==> src/logic/pwr_ctl_map.svh <==
`ifndef PWR_CTL_MAP_SVH
`define PWR_CTL_MAP_SVH

// ----------------------------------------
// Register offsets
// ----------------------------------------
`define PIN_SETUP_FIRST 8'h8a
`define PIN_SETUP_LAST 8'h8f
`define PIN_ON_DELAY_BASE 8'h90
`define PIN_OFF_DELAY_BASE 8'h96
`define PIN_OUTPUT_VALUE 8'h9c
`define PIN_INPUT_LEVEL 8'h9d
`define PIN_SETUP_LOCK 8'h9e
`define REQUEST_CONTROL 8'h9f
`define SHUTDOWN_HOLD 8'ha0
`define SEQUENCER_STATUS 8'ha1

// ----------------------------------------
// Field positions and reset values
// ----------------------------------------
`define REQ_CTL_BUTTON_BIT 0
`define REQ_CTL_INVERT_BIT 1
`define REQ_CTL_HOLD_LSB 2
`define PIN_SETUP_RESET 8'h00
`define PIN_DELAY_RESET 7'h00
`define REQ_CTL_RESET 4'h0
`define SHUTDOWN_HOLD_RESET 8'h00

// ----------------------------------------
// Timing
// ----------------------------------------
`define CLK_HZ 25000000
`define MS_CYCLES (`CLK_HZ / 1000)
`define LEAVE_TIME_US 80
`define LEAVE_CYCLES ((`CLK_HZ / 1000000) * `LEAVE_TIME_US)
`define HOLD_1000_MS 12'd1000
`define HOLD_1500_MS 12'd1500
`define HOLD_2000_MS 12'd2000
`define HOLD_3000_MS 12'd3000
`define SEQ_FULL_MS 7'h7f

`endif

==> src/logic/pwr_ctl_pkg.sv <==
`default_nettype none

package pwr_ctl_pkg;

    typedef enum logic [2:0] {
        ST_RESET = 3'b000,
        ST_STANDBY = 3'b001,
        ST_STANDBY_LEAVE = 3'b010,
        ST_POWER_UP = 3'b011,
        ST_ACTIVE = 3'b100,
        ST_POWER_DOWN = 3'b101,
        ST_SHUTDOWN_WAIT = 3'b110
    } seq_state_t;

    typedef enum logic [3:0] {
        FN_DISABLED = 4'h0,
        FN_PGOOD_IN = 4'h1,
        FN_GP_IN = 4'h2,
        FN_PGOOD_OUT = 4'h3,
        FN_RESET_OUT = 4'h4,
        FN_VR_EN_OUT = 4'h5,
        FN_GP_OUT = 4'h6,
        FN_SLOW_CLOCK = 4'h7,
        FN_SLEEP_IN = 4'h8,
        FN_WATCHDOG_IN = 4'h9,
        FN_COLD_RESET_IN = 4'ha
    } pin_fn_t;

    typedef enum logic [1:0] {
        DRV_HIGH_Z = 2'h0,
        DRV_PULL_DOWN = 2'h1,
        DRV_PULL_UP = 2'h2,
        DRV_PUSH_PULL = 2'h3
    } pin_drive_t;

    typedef struct packed {
        logic reserved;
        pin_fn_t fn;
        logic invert;
        pin_drive_t drive;
    } pin_setup_t;

    typedef struct packed {
        logic write;
        logic read;
        logic [7:0] addr;
        logic [7:0] wdata;
    } reg_req_t;

endpackage

`default_nettype wire

==> src/logic/power_control_inputs.sv <==
`include "pwr_ctl_map.svh"
`timescale 1ns/10ps
`default_nettype none

module power_control_inputs #(
    parameter int PINS = 6,
    parameter int CYCLES_PER_MS = `MS_CYCLES
) (
    input wire logic clk,
    input wire logic rst_b,
    input wire logic ce,
    input wire logic wholeChipEnable,
    input wire logic powerRequestInput,
    input wire logic nvmReady,
    input wire logic sequencerFault,
    input wire logic softwareReset,
    input wire logic coldReset,
    input wire logic railsGood,
    input wire logic slowClockIn,
    input wire logic [PINS-1:0] pinIn,
    output logic [PINS-1:0] pinOut,
    output logic [PINS-1:0] pinOe,
    input wire pwr_ctl_pkg::reg_req_t regReq,
    output logic [7:0] rdData,
    output logic regulatorEnable,
    output pwr_ctl_pkg::seq_state_t seqState,
    output logic sleepRequest,
    output logic watchdogKick,
    output logic coldResetRequest
);
    import pwr_ctl_pkg::*;

    // ----------------------------------------
    // Input synchronisers
    // ----------------------------------------
    logic [PINS-1:0] pinMeta;
    logic [PINS-1:0] pinSync;
    logic enableMeta, enableSync, reqMeta, reqSync;

    // Pins are asynchronous; second stage is the only reader of the first
    always_ff @(posedge clk or negedge rst_b) begin
        if (!rst_b) begin
            pinMeta <= '0;
            pinSync <= '0;
            enableMeta <= 1'b0;
            enableSync <= 1'b0;
            reqMeta <= 1'b0;
            reqSync <= 1'b0;
        end else if (ce) begin
            pinMeta <= pinIn;
            pinSync <= pinMeta;
            enableMeta <= wholeChipEnable;
            enableSync <= enableMeta;
            reqMeta <= powerRequestInput;
            reqSync <= reqMeta;
        end
    end

    // ----------------------------------------
    // Registers
    // ----------------------------------------
    logic [PINS-1:0][7:0] pinSetup;
    logic [PINS-1:0][6:0] onDelay;
    logic [PINS-1:0][6:0] offDelay;
    logic [PINS-1:0] outValueReg;
    logic lockReg;
    logic [3:0] reqCtlReg;
    logic [7:0] shutdownHoldReg;
    seq_state_t stateReg;
    logic setupHit;

    assign setupHit = regReq.addr >= `PIN_SETUP_FIRST && regReq.addr <= `PIN_SETUP_LAST;

    // Software writes; lock is sticky so a stray write cannot undo it
    always_ff @(posedge clk or negedge rst_b) begin
        if (!rst_b) begin
            for (int i = 0; i < PINS; i++) begin
                pinSetup[i] <= `PIN_SETUP_RESET;
                onDelay[i] <= `PIN_DELAY_RESET;
                offDelay[i] <= `PIN_DELAY_RESET;
            end
            outValueReg <= '0;
            lockReg <= 1'b0;
            reqCtlReg <= `REQ_CTL_RESET;
            shutdownHoldReg <= `SHUTDOWN_HOLD_RESET;
        end else if (ce && regReq.write) begin
            for (int i = 0; i < PINS; i++) begin
                if (setupHit && !lockReg && regReq.addr == 8'(`PIN_SETUP_FIRST + i)) begin
                    pinSetup[i] <= regReq.wdata;
                end
                if (regReq.addr == 8'(`PIN_ON_DELAY_BASE + i)) begin
                    onDelay[i] <= regReq.wdata[6:0];
                end
                if (regReq.addr == 8'(`PIN_OFF_DELAY_BASE + i)) begin
                    offDelay[i] <= regReq.wdata[6:0];
                end
            end
            if (regReq.addr == `PIN_OUTPUT_VALUE) begin
                outValueReg <= regReq.wdata[PINS-1:0];
            end
            if (regReq.addr == `PIN_SETUP_LOCK && regReq.wdata[0]) begin
                lockReg <= 1'b1;
            end
            if (regReq.addr == `REQUEST_CONTROL) begin
                reqCtlReg <= regReq.wdata[3:0];
            end
            if (regReq.addr == `SHUTDOWN_HOLD) begin
                shutdownHoldReg <= regReq.wdata;
            end
        end
    end

    // Read mux; unmapped offsets answer zero
    always_ff @(posedge clk or negedge rst_b) begin
        if (!rst_b) begin
            rdData <= 8'h00;
        end else if (ce && regReq.read) begin
            rdData <= 8'h00;
            for (int i = 0; i < PINS; i++) begin
                if (regReq.addr == 8'(`PIN_SETUP_FIRST + i)) begin
                    rdData <= pinSetup[i];
                end
                if (regReq.addr == 8'(`PIN_ON_DELAY_BASE + i)) begin
                    rdData <= {1'b0, onDelay[i]};
                end
                if (regReq.addr == 8'(`PIN_OFF_DELAY_BASE + i)) begin
                    rdData <= {1'b0, offDelay[i]};
                end
            end
            case (regReq.addr)
                `PIN_OUTPUT_VALUE: rdData <= 8'(outValueReg);
                `PIN_INPUT_LEVEL: rdData <= 8'(pinSync);
                `PIN_SETUP_LOCK: rdData <= {7'h00, lockReg};
                `REQUEST_CONTROL: rdData <= {4'h0, reqCtlReg};
                `SHUTDOWN_HOLD: rdData <= shutdownHoldReg;
                `SEQUENCER_STATUS: rdData <= {5'h00, stateReg};
                default: begin
                end
            endcase
        end
    end

    // ----------------------------------------
    // Millisecond tick
    // ----------------------------------------
    logic [15:0] msCnt;
    logic msTick;

    always_ff @(posedge clk or negedge rst_b) begin
        if (!rst_b) begin
            msCnt <= 16'h0000;
            msTick <= 1'b0;
        end else if (ce) begin
            msTick <= msCnt == 16'(CYCLES_PER_MS - 1);
            msCnt <= (msCnt == 16'(CYCLES_PER_MS - 1)) ? 16'h0000 : msCnt + 16'h0001;
        end
    end

    // ----------------------------------------
    // Power request input: switch or push-button
    // ----------------------------------------
    logic pressActive, buttonMode, reqInternal, armed;
    logic [11:0] holdMs, holdTarget;

    assign buttonMode = reqCtlReg[`REQ_CTL_BUTTON_BIT];
    assign pressActive = reqSync ^ reqCtlReg[`REQ_CTL_INVERT_BIT];

    always_comb begin
        case (reqCtlReg[`REQ_CTL_HOLD_LSB +: 2])
            2'h0: holdTarget = `HOLD_1000_MS;
            2'h1: holdTarget = `HOLD_1500_MS;
            2'h2: holdTarget = `HOLD_2000_MS;
            default: holdTarget = `HOLD_3000_MS;
        endcase
    end

    // A press toggles the request once; the button must be let go before the next counts
    always_ff @(posedge clk or negedge rst_b) begin
        if (!rst_b) begin
            reqInternal <= 1'b0;
            holdMs <= 12'h000;
            armed <= 1'b1;
        end else if (ce) begin
            if (!buttonMode) begin
                reqInternal <= pressActive;
                holdMs <= 12'h000;
                armed <= 1'b1;
            end else if (!pressActive) begin
                holdMs <= 12'h000;
                armed <= 1'b1;
            end else if (armed && msTick) begin
                if (holdMs + 12'h001 >= holdTarget) begin
                    reqInternal <= !reqInternal;
                    holdMs <= 12'h000;
                    armed <= 1'b0;
                end else begin
                    holdMs <= holdMs + 12'h001;
                end
            end
        end
    end

    // ----------------------------------------
    // Sequencer
    // ----------------------------------------
    logic seqRequest, seqPause, causeEnable;
    logic [6:0] seqMs;
    logic [7:0] waitMs;
    logic [11:0] leaveCnt;
    pin_setup_t setup [PINS];

    assign seqRequest = enableSync && reqInternal && !sequencerFault && !softwareReset && !coldReset;

    // A late power-good pin freezes the shared timer, so outputs with larger
    // delays slip by the largest lateness while earlier ones are already done
    always_comb begin
        seqPause = 1'b0;
        for (int i = 0; i < PINS; i++) begin
            setup[i] = pin_setup_t'(pinSetup[i]);
            if (setup[i].fn == FN_PGOOD_IN) begin
                if (stateReg == ST_POWER_UP && seqMs >= onDelay[i] && !(pinSync[i] ^ setup[i].invert)) begin
                    seqPause = 1'b1;
                end
                if (stateReg == ST_POWER_DOWN && seqMs >= offDelay[i] && (pinSync[i] ^ setup[i].invert)) begin
                    seqPause = 1'b1;
                end
            end
        end
    end

    always_ff @(posedge clk or negedge rst_b) begin
        if (!rst_b) begin
            stateReg <= ST_RESET;
            seqMs <= 7'h00;
            waitMs <= 8'h00;
            leaveCnt <= 12'h000;
            causeEnable <= 1'b0;
        end else if (ce) begin
            case (stateReg)
                ST_RESET: begin
                    if (enableSync && nvmReady) begin
                        stateReg <= ST_STANDBY;
                    end
                end
                ST_STANDBY: begin
                    if (!enableSync) begin
                        stateReg <= ST_RESET;
                    end else if (seqRequest) begin
                        stateReg <= ST_STANDBY_LEAVE;
                        leaveCnt <= 12'h000;
                    end
                end
                ST_STANDBY_LEAVE: begin
                    if (!seqRequest) begin
                        stateReg <= ST_STANDBY;
                    end else if (leaveCnt == 12'(`LEAVE_CYCLES - 1)) begin
                        stateReg <= ST_POWER_UP;
                        seqMs <= 7'h00;
                    end else begin
                        leaveCnt <= leaveCnt + 12'h001;
                    end
                end
                ST_POWER_UP, ST_ACTIVE: begin
                    if (!seqRequest) begin
                        stateReg <= ST_POWER_DOWN;
                        seqMs <= 7'h00;
                        causeEnable <= !enableSync;
                    end else if (stateReg == ST_POWER_UP && seqMs == `SEQ_FULL_MS) begin
                        stateReg <= ST_ACTIVE;
                    end else if (stateReg == ST_POWER_UP && msTick && !seqPause) begin
                        seqMs <= seqMs + 7'h01;
                    end
                end
                ST_POWER_DOWN: begin
                    if (causeEnable && seqRequest) begin
                        stateReg <= ST_POWER_UP;
                        seqMs <= 7'h00;
                    end else if (seqMs == `SEQ_FULL_MS) begin
                        // An enable pulse that is already over by now is ignored unless it started the power-down
                        if (causeEnable || !enableSync) begin
                            stateReg <= ST_SHUTDOWN_WAIT;
                            waitMs <= 8'h00;
                        end else begin
                            stateReg <= ST_STANDBY;
                        end
                    end else if (msTick && !seqPause) begin
                        seqMs <= seqMs + 7'h01;
                    end
                end
                ST_SHUTDOWN_WAIT: begin
                    if (waitMs >= shutdownHoldReg) begin
                        stateReg <= ST_STANDBY;
                    end else if (msTick) begin
                        waitMs <= waitMs + 8'h01;
                    end
                end
                default: stateReg <= ST_RESET;
            endcase
        end
    end

    // ----------------------------------------
    // Pin drivers
    // ----------------------------------------
    logic pinsLive;

    assign pinsLive = !(stateReg == ST_RESET && !enableSync);

    for (genvar g = 0; g < PINS; g++) begin : gPin
        logic asserted, isOutput, level, rstOn, vrOn;

        // Sequenced levels of reset and regulator-enable outputs
        always_comb begin
            case (stateReg)
                ST_POWER_UP: begin
                    rstOn = seqMs < onDelay[g];
                    vrOn = seqMs >= onDelay[g];
                end
                ST_ACTIVE: begin
                    rstOn = 1'b0;
                    vrOn = 1'b1;
                end
                ST_POWER_DOWN: begin
                    rstOn = seqMs >= offDelay[g];
                    vrOn = seqMs < offDelay[g];
                end
                default: begin
                    rstOn = 1'b1;
                    vrOn = 1'b0;
                end
            endcase
        end

        // Function select; the clock output exists on the third pin only
        always_comb begin
            isOutput = 1'b1;
            case (setup[g].fn)
                FN_RESET_OUT: asserted = rstOn;
                FN_VR_EN_OUT: asserted = vrOn;
                FN_GP_OUT: asserted = outValueReg[g];
                FN_PGOOD_OUT: asserted = railsGood;
                FN_SLOW_CLOCK: begin
                    asserted = slowClockIn;
                    isOutput = g == 2;
                end
                default: begin
                    asserted = 1'b0;
                    isOutput = 1'b0;
                end
            endcase
            level = asserted ^ setup[g].invert;
        end

        always_ff @(posedge clk or negedge rst_b) begin
            if (!rst_b) begin
                pinOut[g] <= 1'b0;
                pinOe[g] <= 1'b0;
            end else if (ce) begin
                pinOut[g] <= level;
                case (setup[g].drive)
                    DRV_PULL_DOWN: pinOe[g] <= pinsLive && isOutput && !level;
                    DRV_PULL_UP: pinOe[g] <= pinsLive && isOutput && level;
                    DRV_PUSH_PULL: pinOe[g] <= pinsLive && isOutput;
                    default: pinOe[g] <= 1'b0;
                endcase
            end
        end
    end

    // ----------------------------------------
    // Status outputs and dedicated inputs
    // ----------------------------------------
    always_ff @(posedge clk or negedge rst_b) begin
        if (!rst_b) begin
            regulatorEnable <= 1'b0;
            seqState <= ST_RESET;
            sleepRequest <= 1'b0;
            watchdogKick <= 1'b0;
            coldResetRequest <= 1'b0;
        end else if (ce) begin
            regulatorEnable <= stateReg == ST_POWER_UP || stateReg == ST_ACTIVE;
            seqState <= stateReg;
            sleepRequest <= setup[3].fn == FN_SLEEP_IN && (pinSync[3] ^ setup[3].invert);
            watchdogKick <= setup[4].fn == FN_WATCHDOG_IN && (pinSync[4] ^ setup[4].invert);
            coldResetRequest <= setup[5].fn == FN_COLD_RESET_IN && (pinSync[5] ^ setup[5].invert);
        end
    end
endmodule // power_control_inputs

`default_nettype wire

==> config.mk <==
export PLATFORM = sky130hd
export DESIGN_NAME = power_control_inputs
export DESIGN_NICKNAME = d
export VERILOG_FILES = /design/src/logic/pwr_ctl_pkg.sv /design/src/logic/power_control_inputs.sv
export VERILOG_INCLUDE_DIRS = /design/src /design/src/logic
export SDC_FILE = /design/constraint.sdc
export NUM_CORES = 1
export LEC_CHECK = 0
export BUFFER_PORTS_ARGS = -buffer_cell sky130_fd_sc_hd__buf_2
export CORE_MARGIN = 4
export CORE_UTILIZATION = 29
export DETAILED_ROUTE_END_ITERATION = 10
export GPL_ROUTABILITY_DRIVEN = 0
export HOLD_SLACK_MARGIN = 0.06
export MAX_ROUTING_LAYER = met4
export SETUP_SLACK_MARGIN = 0.1
export SLEW_MARGIN = 20
export SYNTH_ARGS = -nofsm -noshare
export SYNTH_HDL_FRONTEND = slang
export SYNTH_SLANG_ARGS = --single-unit
==> constraint.sdc <==
create_clock -name clk -period 3 [get_ports clk]
set_input_delay 0.15 -clock clk [delete_from_list [all_inputs] [get_ports clk]]
set_output_delay 0.15 -clock clk [all_outputs]
set_load 0.02 [all_outputs]
# After elaboration in Yosys (flattened, before gate mapping)
# Index checks and enable logic that the tools add are counted.
[word_totals]
reg_bits = 256
inputBits = 35
out_inout_bits = 27
wordCells = 465
[classes]
n_addsub = 5
magnitude_cmp = 28
n_eq_ne = 117
muxes = 113
n_bitwise = 14
n_reduce_logical = 132
[ops]
columns = ["operator", "count"]
rows = [
  ["== test 8 bit (second input constant)", 24],
  ["2-to-1 mux 8 bit", 23],
  ["== test 4 x 3 -> 1 bit (second input constant)", 24],
  ["2-to-1 mux 12 bit", 8],
  ["greater-or-equal comparator 7 bit", 12],
  ["< comparator 7 bit", 12],
  ["logical AND 1 bit", 68],
  ["2-to-1 mux 7 bit", 8],
  ["case mux 1 bit (3 select lines)", 18],
  ["case mux 8 bit (6 select lines)", 1],
  ["AND reduction 2 bit", 23],
  ["case mux 12 bit (3 select lines)", 1],
  ["2-to-1 mux 3 bit", 11],
  ["2-to-1 mux 1 bit", 32],
  ["case mux 1 bit (5 select lines)", 6],
  ["== test 2 bit (second input constant)", 13],
  ["adder 12 x 1 -> 12 bit (second input constant)", 2],
  ["== test 4 x 1 -> 1 bit (second input constant)", 6],
  ["== test 4 x 2 -> 1 bit (second input constant)", 6],
  ["case mux 12 bit (2 select lines)", 1],
  ["case mux 7 bit (3 select lines)", 1],
  ["zero test 1 bit", 20],
  ["!= test 2 bit (second input constant)", 10],
  ["OR reduction 4 bit", 5],
  ["other kinds (36)", 74],
]

# Depth between registers and ports, before layout
[depth]
word_depth = 27
depth_mapped = 15
depth_no_buf = 14

# Worst setup path before layout
# No wires, ideal clock.
[synth_timing]
path_kind = "flip-flop to flip-flop"
from = "register holdMs[0]"
to = "register holdMs[7]"
setup_time_ns = 0.110
arrival_time_ns = 2.769
required_ns = 2.890
slack_ns = 0.121
path_stages_with_launch = 14
path_buffers = 1
synth_period_minus_slack_ns = 2.879
cell_sequence = "dfrtp_1 > ha_1 > nand3_1 > nor2_1 > and3_1 > nand3_1 > xnor2_1 > ha_1 > a21o_1 > a21oi_1 > o41ai_1 > or3_1 > buf_2 > o41ai_1"
[synth_via]
elab_chain_cells = 6
[synth_lines]
columns = ["item", "line_no", "rtl"]
rows = [
  ["from (decl)", "power_control_inputs.sv:163", "logic [11:0] holdMs, holdTarget;"],
  ["from (signal assigned)", "power_control_inputs.sv:197", "holdMs <= holdMs + 12'h001;"],
  ["adder 12 x 1 -> 12 bit (*)", "power_control_inputs.sv:192, power_control_inputs.sv:197", ""],
  ["greater-or-equal comparator 12 bit", "power_control_inputs.sv:192", "if (holdMs + 12'h001 >= holdTarget) begin"],
  ["2-to-1 mux 12 bit (*)", "power_control_inputs.sv:192", ""],
  ["2-to-1 mux 12 bit (*)", "power_control_inputs.sv:191", "end else if (armed && msTick) begin"],
  ["2-to-1 mux 12 bit (*)", "power_control_inputs.sv:188", "end else if (!pressActive) begin"],
  ["2-to-1 mux 12 bit (*)", "power_control_inputs.sv:184", "if (!buttonMode) begin"],
]
# Every way passes the cells marked *; elsewhere a longest branch is shown, timed or not. The select of a mux whose other input is x is not followed.
# A chain may end at the register's enable or synchronous reset.

# Worst setup path after layout
[layout_timing]
from = "register holdMs[0]"
to = "register holdMs[8]"
# The elaborated chain is that of the path after synthesis.

==> flow_summary.yaml <==
floorplan:
  die_y_um: 245
  io_pins: 62
  rows: 86
  core_um2: 55300
  start_util: 0.294
  fp.dieW_um: 245
  dieArea_um2: 59900
timing:
  rsz0062_at_grt: "true"
  setup_viol: 0
  drv_slew: 0
  period_needed_ps: 2870
  fin_crit_sh: 0.958
  whs_ps: 92.2
  tightest_slew_ps: 848
  clock.fmax_ghz: 0.348
  slew_headroom: 0.431
  final-hold-violation-count: 0
  fin_skew_ps: 19.8
yosys:
  ys_ff_latch: 256
  synth_area_um2: 16200
  synth.distinct_cells: 78
  synth_flop_cell: "dfrtp_1"
  synth_edf_count: 0
  synth_area_leaders: "dfrtp_1 39%, mux2_2 10%, ha_1 9.9%"
  yosys.area.top_type: "dfrtp_1"
  synthCells: 1698
  yosysWarnings: 0
  syn-num-nets: 1861
  synth-seq-area-share: 0.394
  post_synth.cell_area_avg_um2: 9.57
  synth_top_area_frac: 0.393
  async_flop_share: 1.00
clock_network:
  clockBufferDepth: 3
  cts_root_buf: "clkbuf_16"
  cts_tree: "built"
  clkTransAtPathRegs_ps: 60
  htree_levels: 1
  clock-sinks: 256
  cts_buffers: 31
  clkLatencyLatePin_ps: 590
global_route:
  grtUsageMet1: 0.252
  grt_use_met3: 0.0327
  antenna_found_initial: 1
  grt_max_degree: 103
  overflow: 0
  grt_pass1_vias: 14200
  busiest_layer: "met2"
  grt.met2_usage: 0.283
  grt.total_usage: 0.187
  grt_pass1_wl_mm: 85.8
placed_design:
  io_buffers: 61
  postPlaceCellArea_um2: 17900
  dp.final_hpwl_mm: 41.3
route:
  antenna_left: 0
  via_count: 14400
  first_iter_violations: 1578
  firstDrtPassIters: 5
  drc: 0
  post_drt_wl_per_cell_um: 21.5
  routed_via_density: 5.53
  wl_mm: 56.0
cells_and_area:
  nets: 1987
  drive_above_1_share: 0.224
  syn_to_final_growth_pct: 19.4
  design_area_um2: 19400
power_and_ir_drop:
  p_per_area_nw_per_um2: 476
  post-layout-total-power_uw: 9240
  leakage_uw: 0.00877
  ir_drop_uv: 356
worst_setup_path:
  worstPathRequired_ps: 3500
  arrival_ps: 3370
  crit_path_end_kind: "flip-flop"
  rr_worst_depth: 12
  crit_type: "flip-flop to flip-flop"
  path_max_fanout: 7
  startpoint_type: "flip-flop"
run:
  drv_cap: 0
hold_path:
  hold_path_class: "input pin to asynchronous set/reset pin"
run_status:
  outcome: "completed"
## sequential cells by signal, indices dropped and copies added, names as in the netlist, 3 cells and up
signal and count:
pinOut 6, msCnt 16, pinOe 6, onDelay 42
pinMeta 6, rdData 8, stateReg 3, offDelay 42
pinSetup 48, shutdownHoldReg 8, reqCtlReg 4, waitMs 8
seqMs 7, holdMs 12, pinSync 6, outValueReg 6
seqState 3, leaveCnt 12
## report_power, final
| part | internal [µW] | total (µW) | switching (µW) |
|---|---|---|---|
| Sequential | 3630 | 3830 | 206 |
| Combinational | 574 | 1600 | 1030 |
| Clock | 2200 | 3800 | 1600 |
## worst max-delay path, stage by stage (launching register included)
cell and delay (ps):
dfrtp_1 430, ha_4 200, xnor2_2 140, ha_1 310, a21bo_2 220, a21o_1 170
a211o_1 260, a21oi_2 210, o41ai_4 120, or3_4 440, nor2_2 120, o21ai_1 60
o31ai_1 100
## final cells by class
type,count,area [µm²]
multi-input combinational,1251,9380
tap,748,936
timing repair buffer,162,1160
sequential,256,6410
clock buffer,41,893
antenna,2,5.00
clock inverter,17,160
fill,5609,35900
inverter,122,458
## timing repair
action,4_1_cts,5_1_grt
endpoints found under the setup margin,12,30
hold buffers,10,0
resized for setup,4,53
endpoints found under the hold margin,182,0
gates cloned,0,1
setup buffers,1,6
pin swaps,1,23
## synth_stat cells (15+ instances only)
master / number
clkbuf_1: 55
nor2_1: 104
and3_1: 18
inv_1: 121
xor2_1: 29
a211oi_1: 22
mux2_2: 150
xnor2_1: 25
nand3_1: 45
a21oi_1: 83
nand3b_1: 15
nand2b_1: 38
nand4_1: 28
ha_1: 128
nor3_1: 24
o21ai_0: 118
a31oi_1: 18
nand2_1: 150
dfrtp_1: 255
## through the flow
stage                util  cells  setup WS, ps  setup TNS [ps]
CTS                 0.345   2590          95.1               0
detailed placement  0.324   2521         -84.3            -154
finish              0.351   2599           126               0
floorplan               -   1698           121               0
global route        0.351   2599         -23.7           -23.7
global placement    0.324   2521         -66.2            -126
## path summary, 6_finish.rpt
check / startpoint / endpoint / slack (ps)
max: holdMs[0]$_DFFE_PN0P_ / holdMs[8]$_DFFE_PN0P_ / 130
min: rst_b / holdMs[7]$_DFFE_PN0P_ / 90
max reg2reg: holdMs[0]$_DFFE_PN0P_ / holdMs[8]$_DFFE_PN0P_ / 130
min reg2reg: leaveCnt[7]$_DFFE_PN0P_ / leaveCnt[7]$_DFFE_PN0P_ / 480
max in group asynchronous: rst_b / onDelay[30]$_DFFE_PN0P_ / 1960
min in group clk: regReq[2] / offDelay[2]$_DFFE_PN0P_ / 100
## layout by cell type, fill, tap and decap left out, types with 14 or more instances in the layout
cell,synthesis,final
nor2_1,104,100
buf_2,5,60
clkbuf_16,0,31
a21oi_1,83,79
nand3_1,45,39
mux2_2,150,150
a211oi_1,22,17
nand4_1,28,28
ha_1,128,125
o21ai_0,118,112
buf_4,0,85
nor3_1,24,23
nand3b_1,15,15
inv_1,121,121
nand2b_1,38,38
xnor2_1,25,21
dfrtp_1,255,255
a31oi_1,18,18
nand2_1,150,150
xor2_1,29,29
and3_1,18,14
## layer usage
| layer | routed length [µm] | up-vias |
|---|---|---|
| met5 | 0 | - |
| met1 | 24300 | 7117 |
| met3 | 4670 | 152 |
| met4 | 2430 | 0 |
| li1 | - | 6448 |
| met2 | 24600 | 647 |
## cells by family (layout without fill, tap and decap cells)
logic type	after synthesis	in the layout	share of synthesized area
other	0	2	0
buffers and inverters	192	342	0.0452
xor gates and xnor gates	54	54	0.0291
adders and majority gates	128	128	0.0986
muxes	165	165	0.115
AOI/OAI and AO/OA	406	406	0.164
DFF	256	256	0.394
and+or+nand+nor	497	498	0.154
Note: power is estimated with default switching activity, not from simulation.
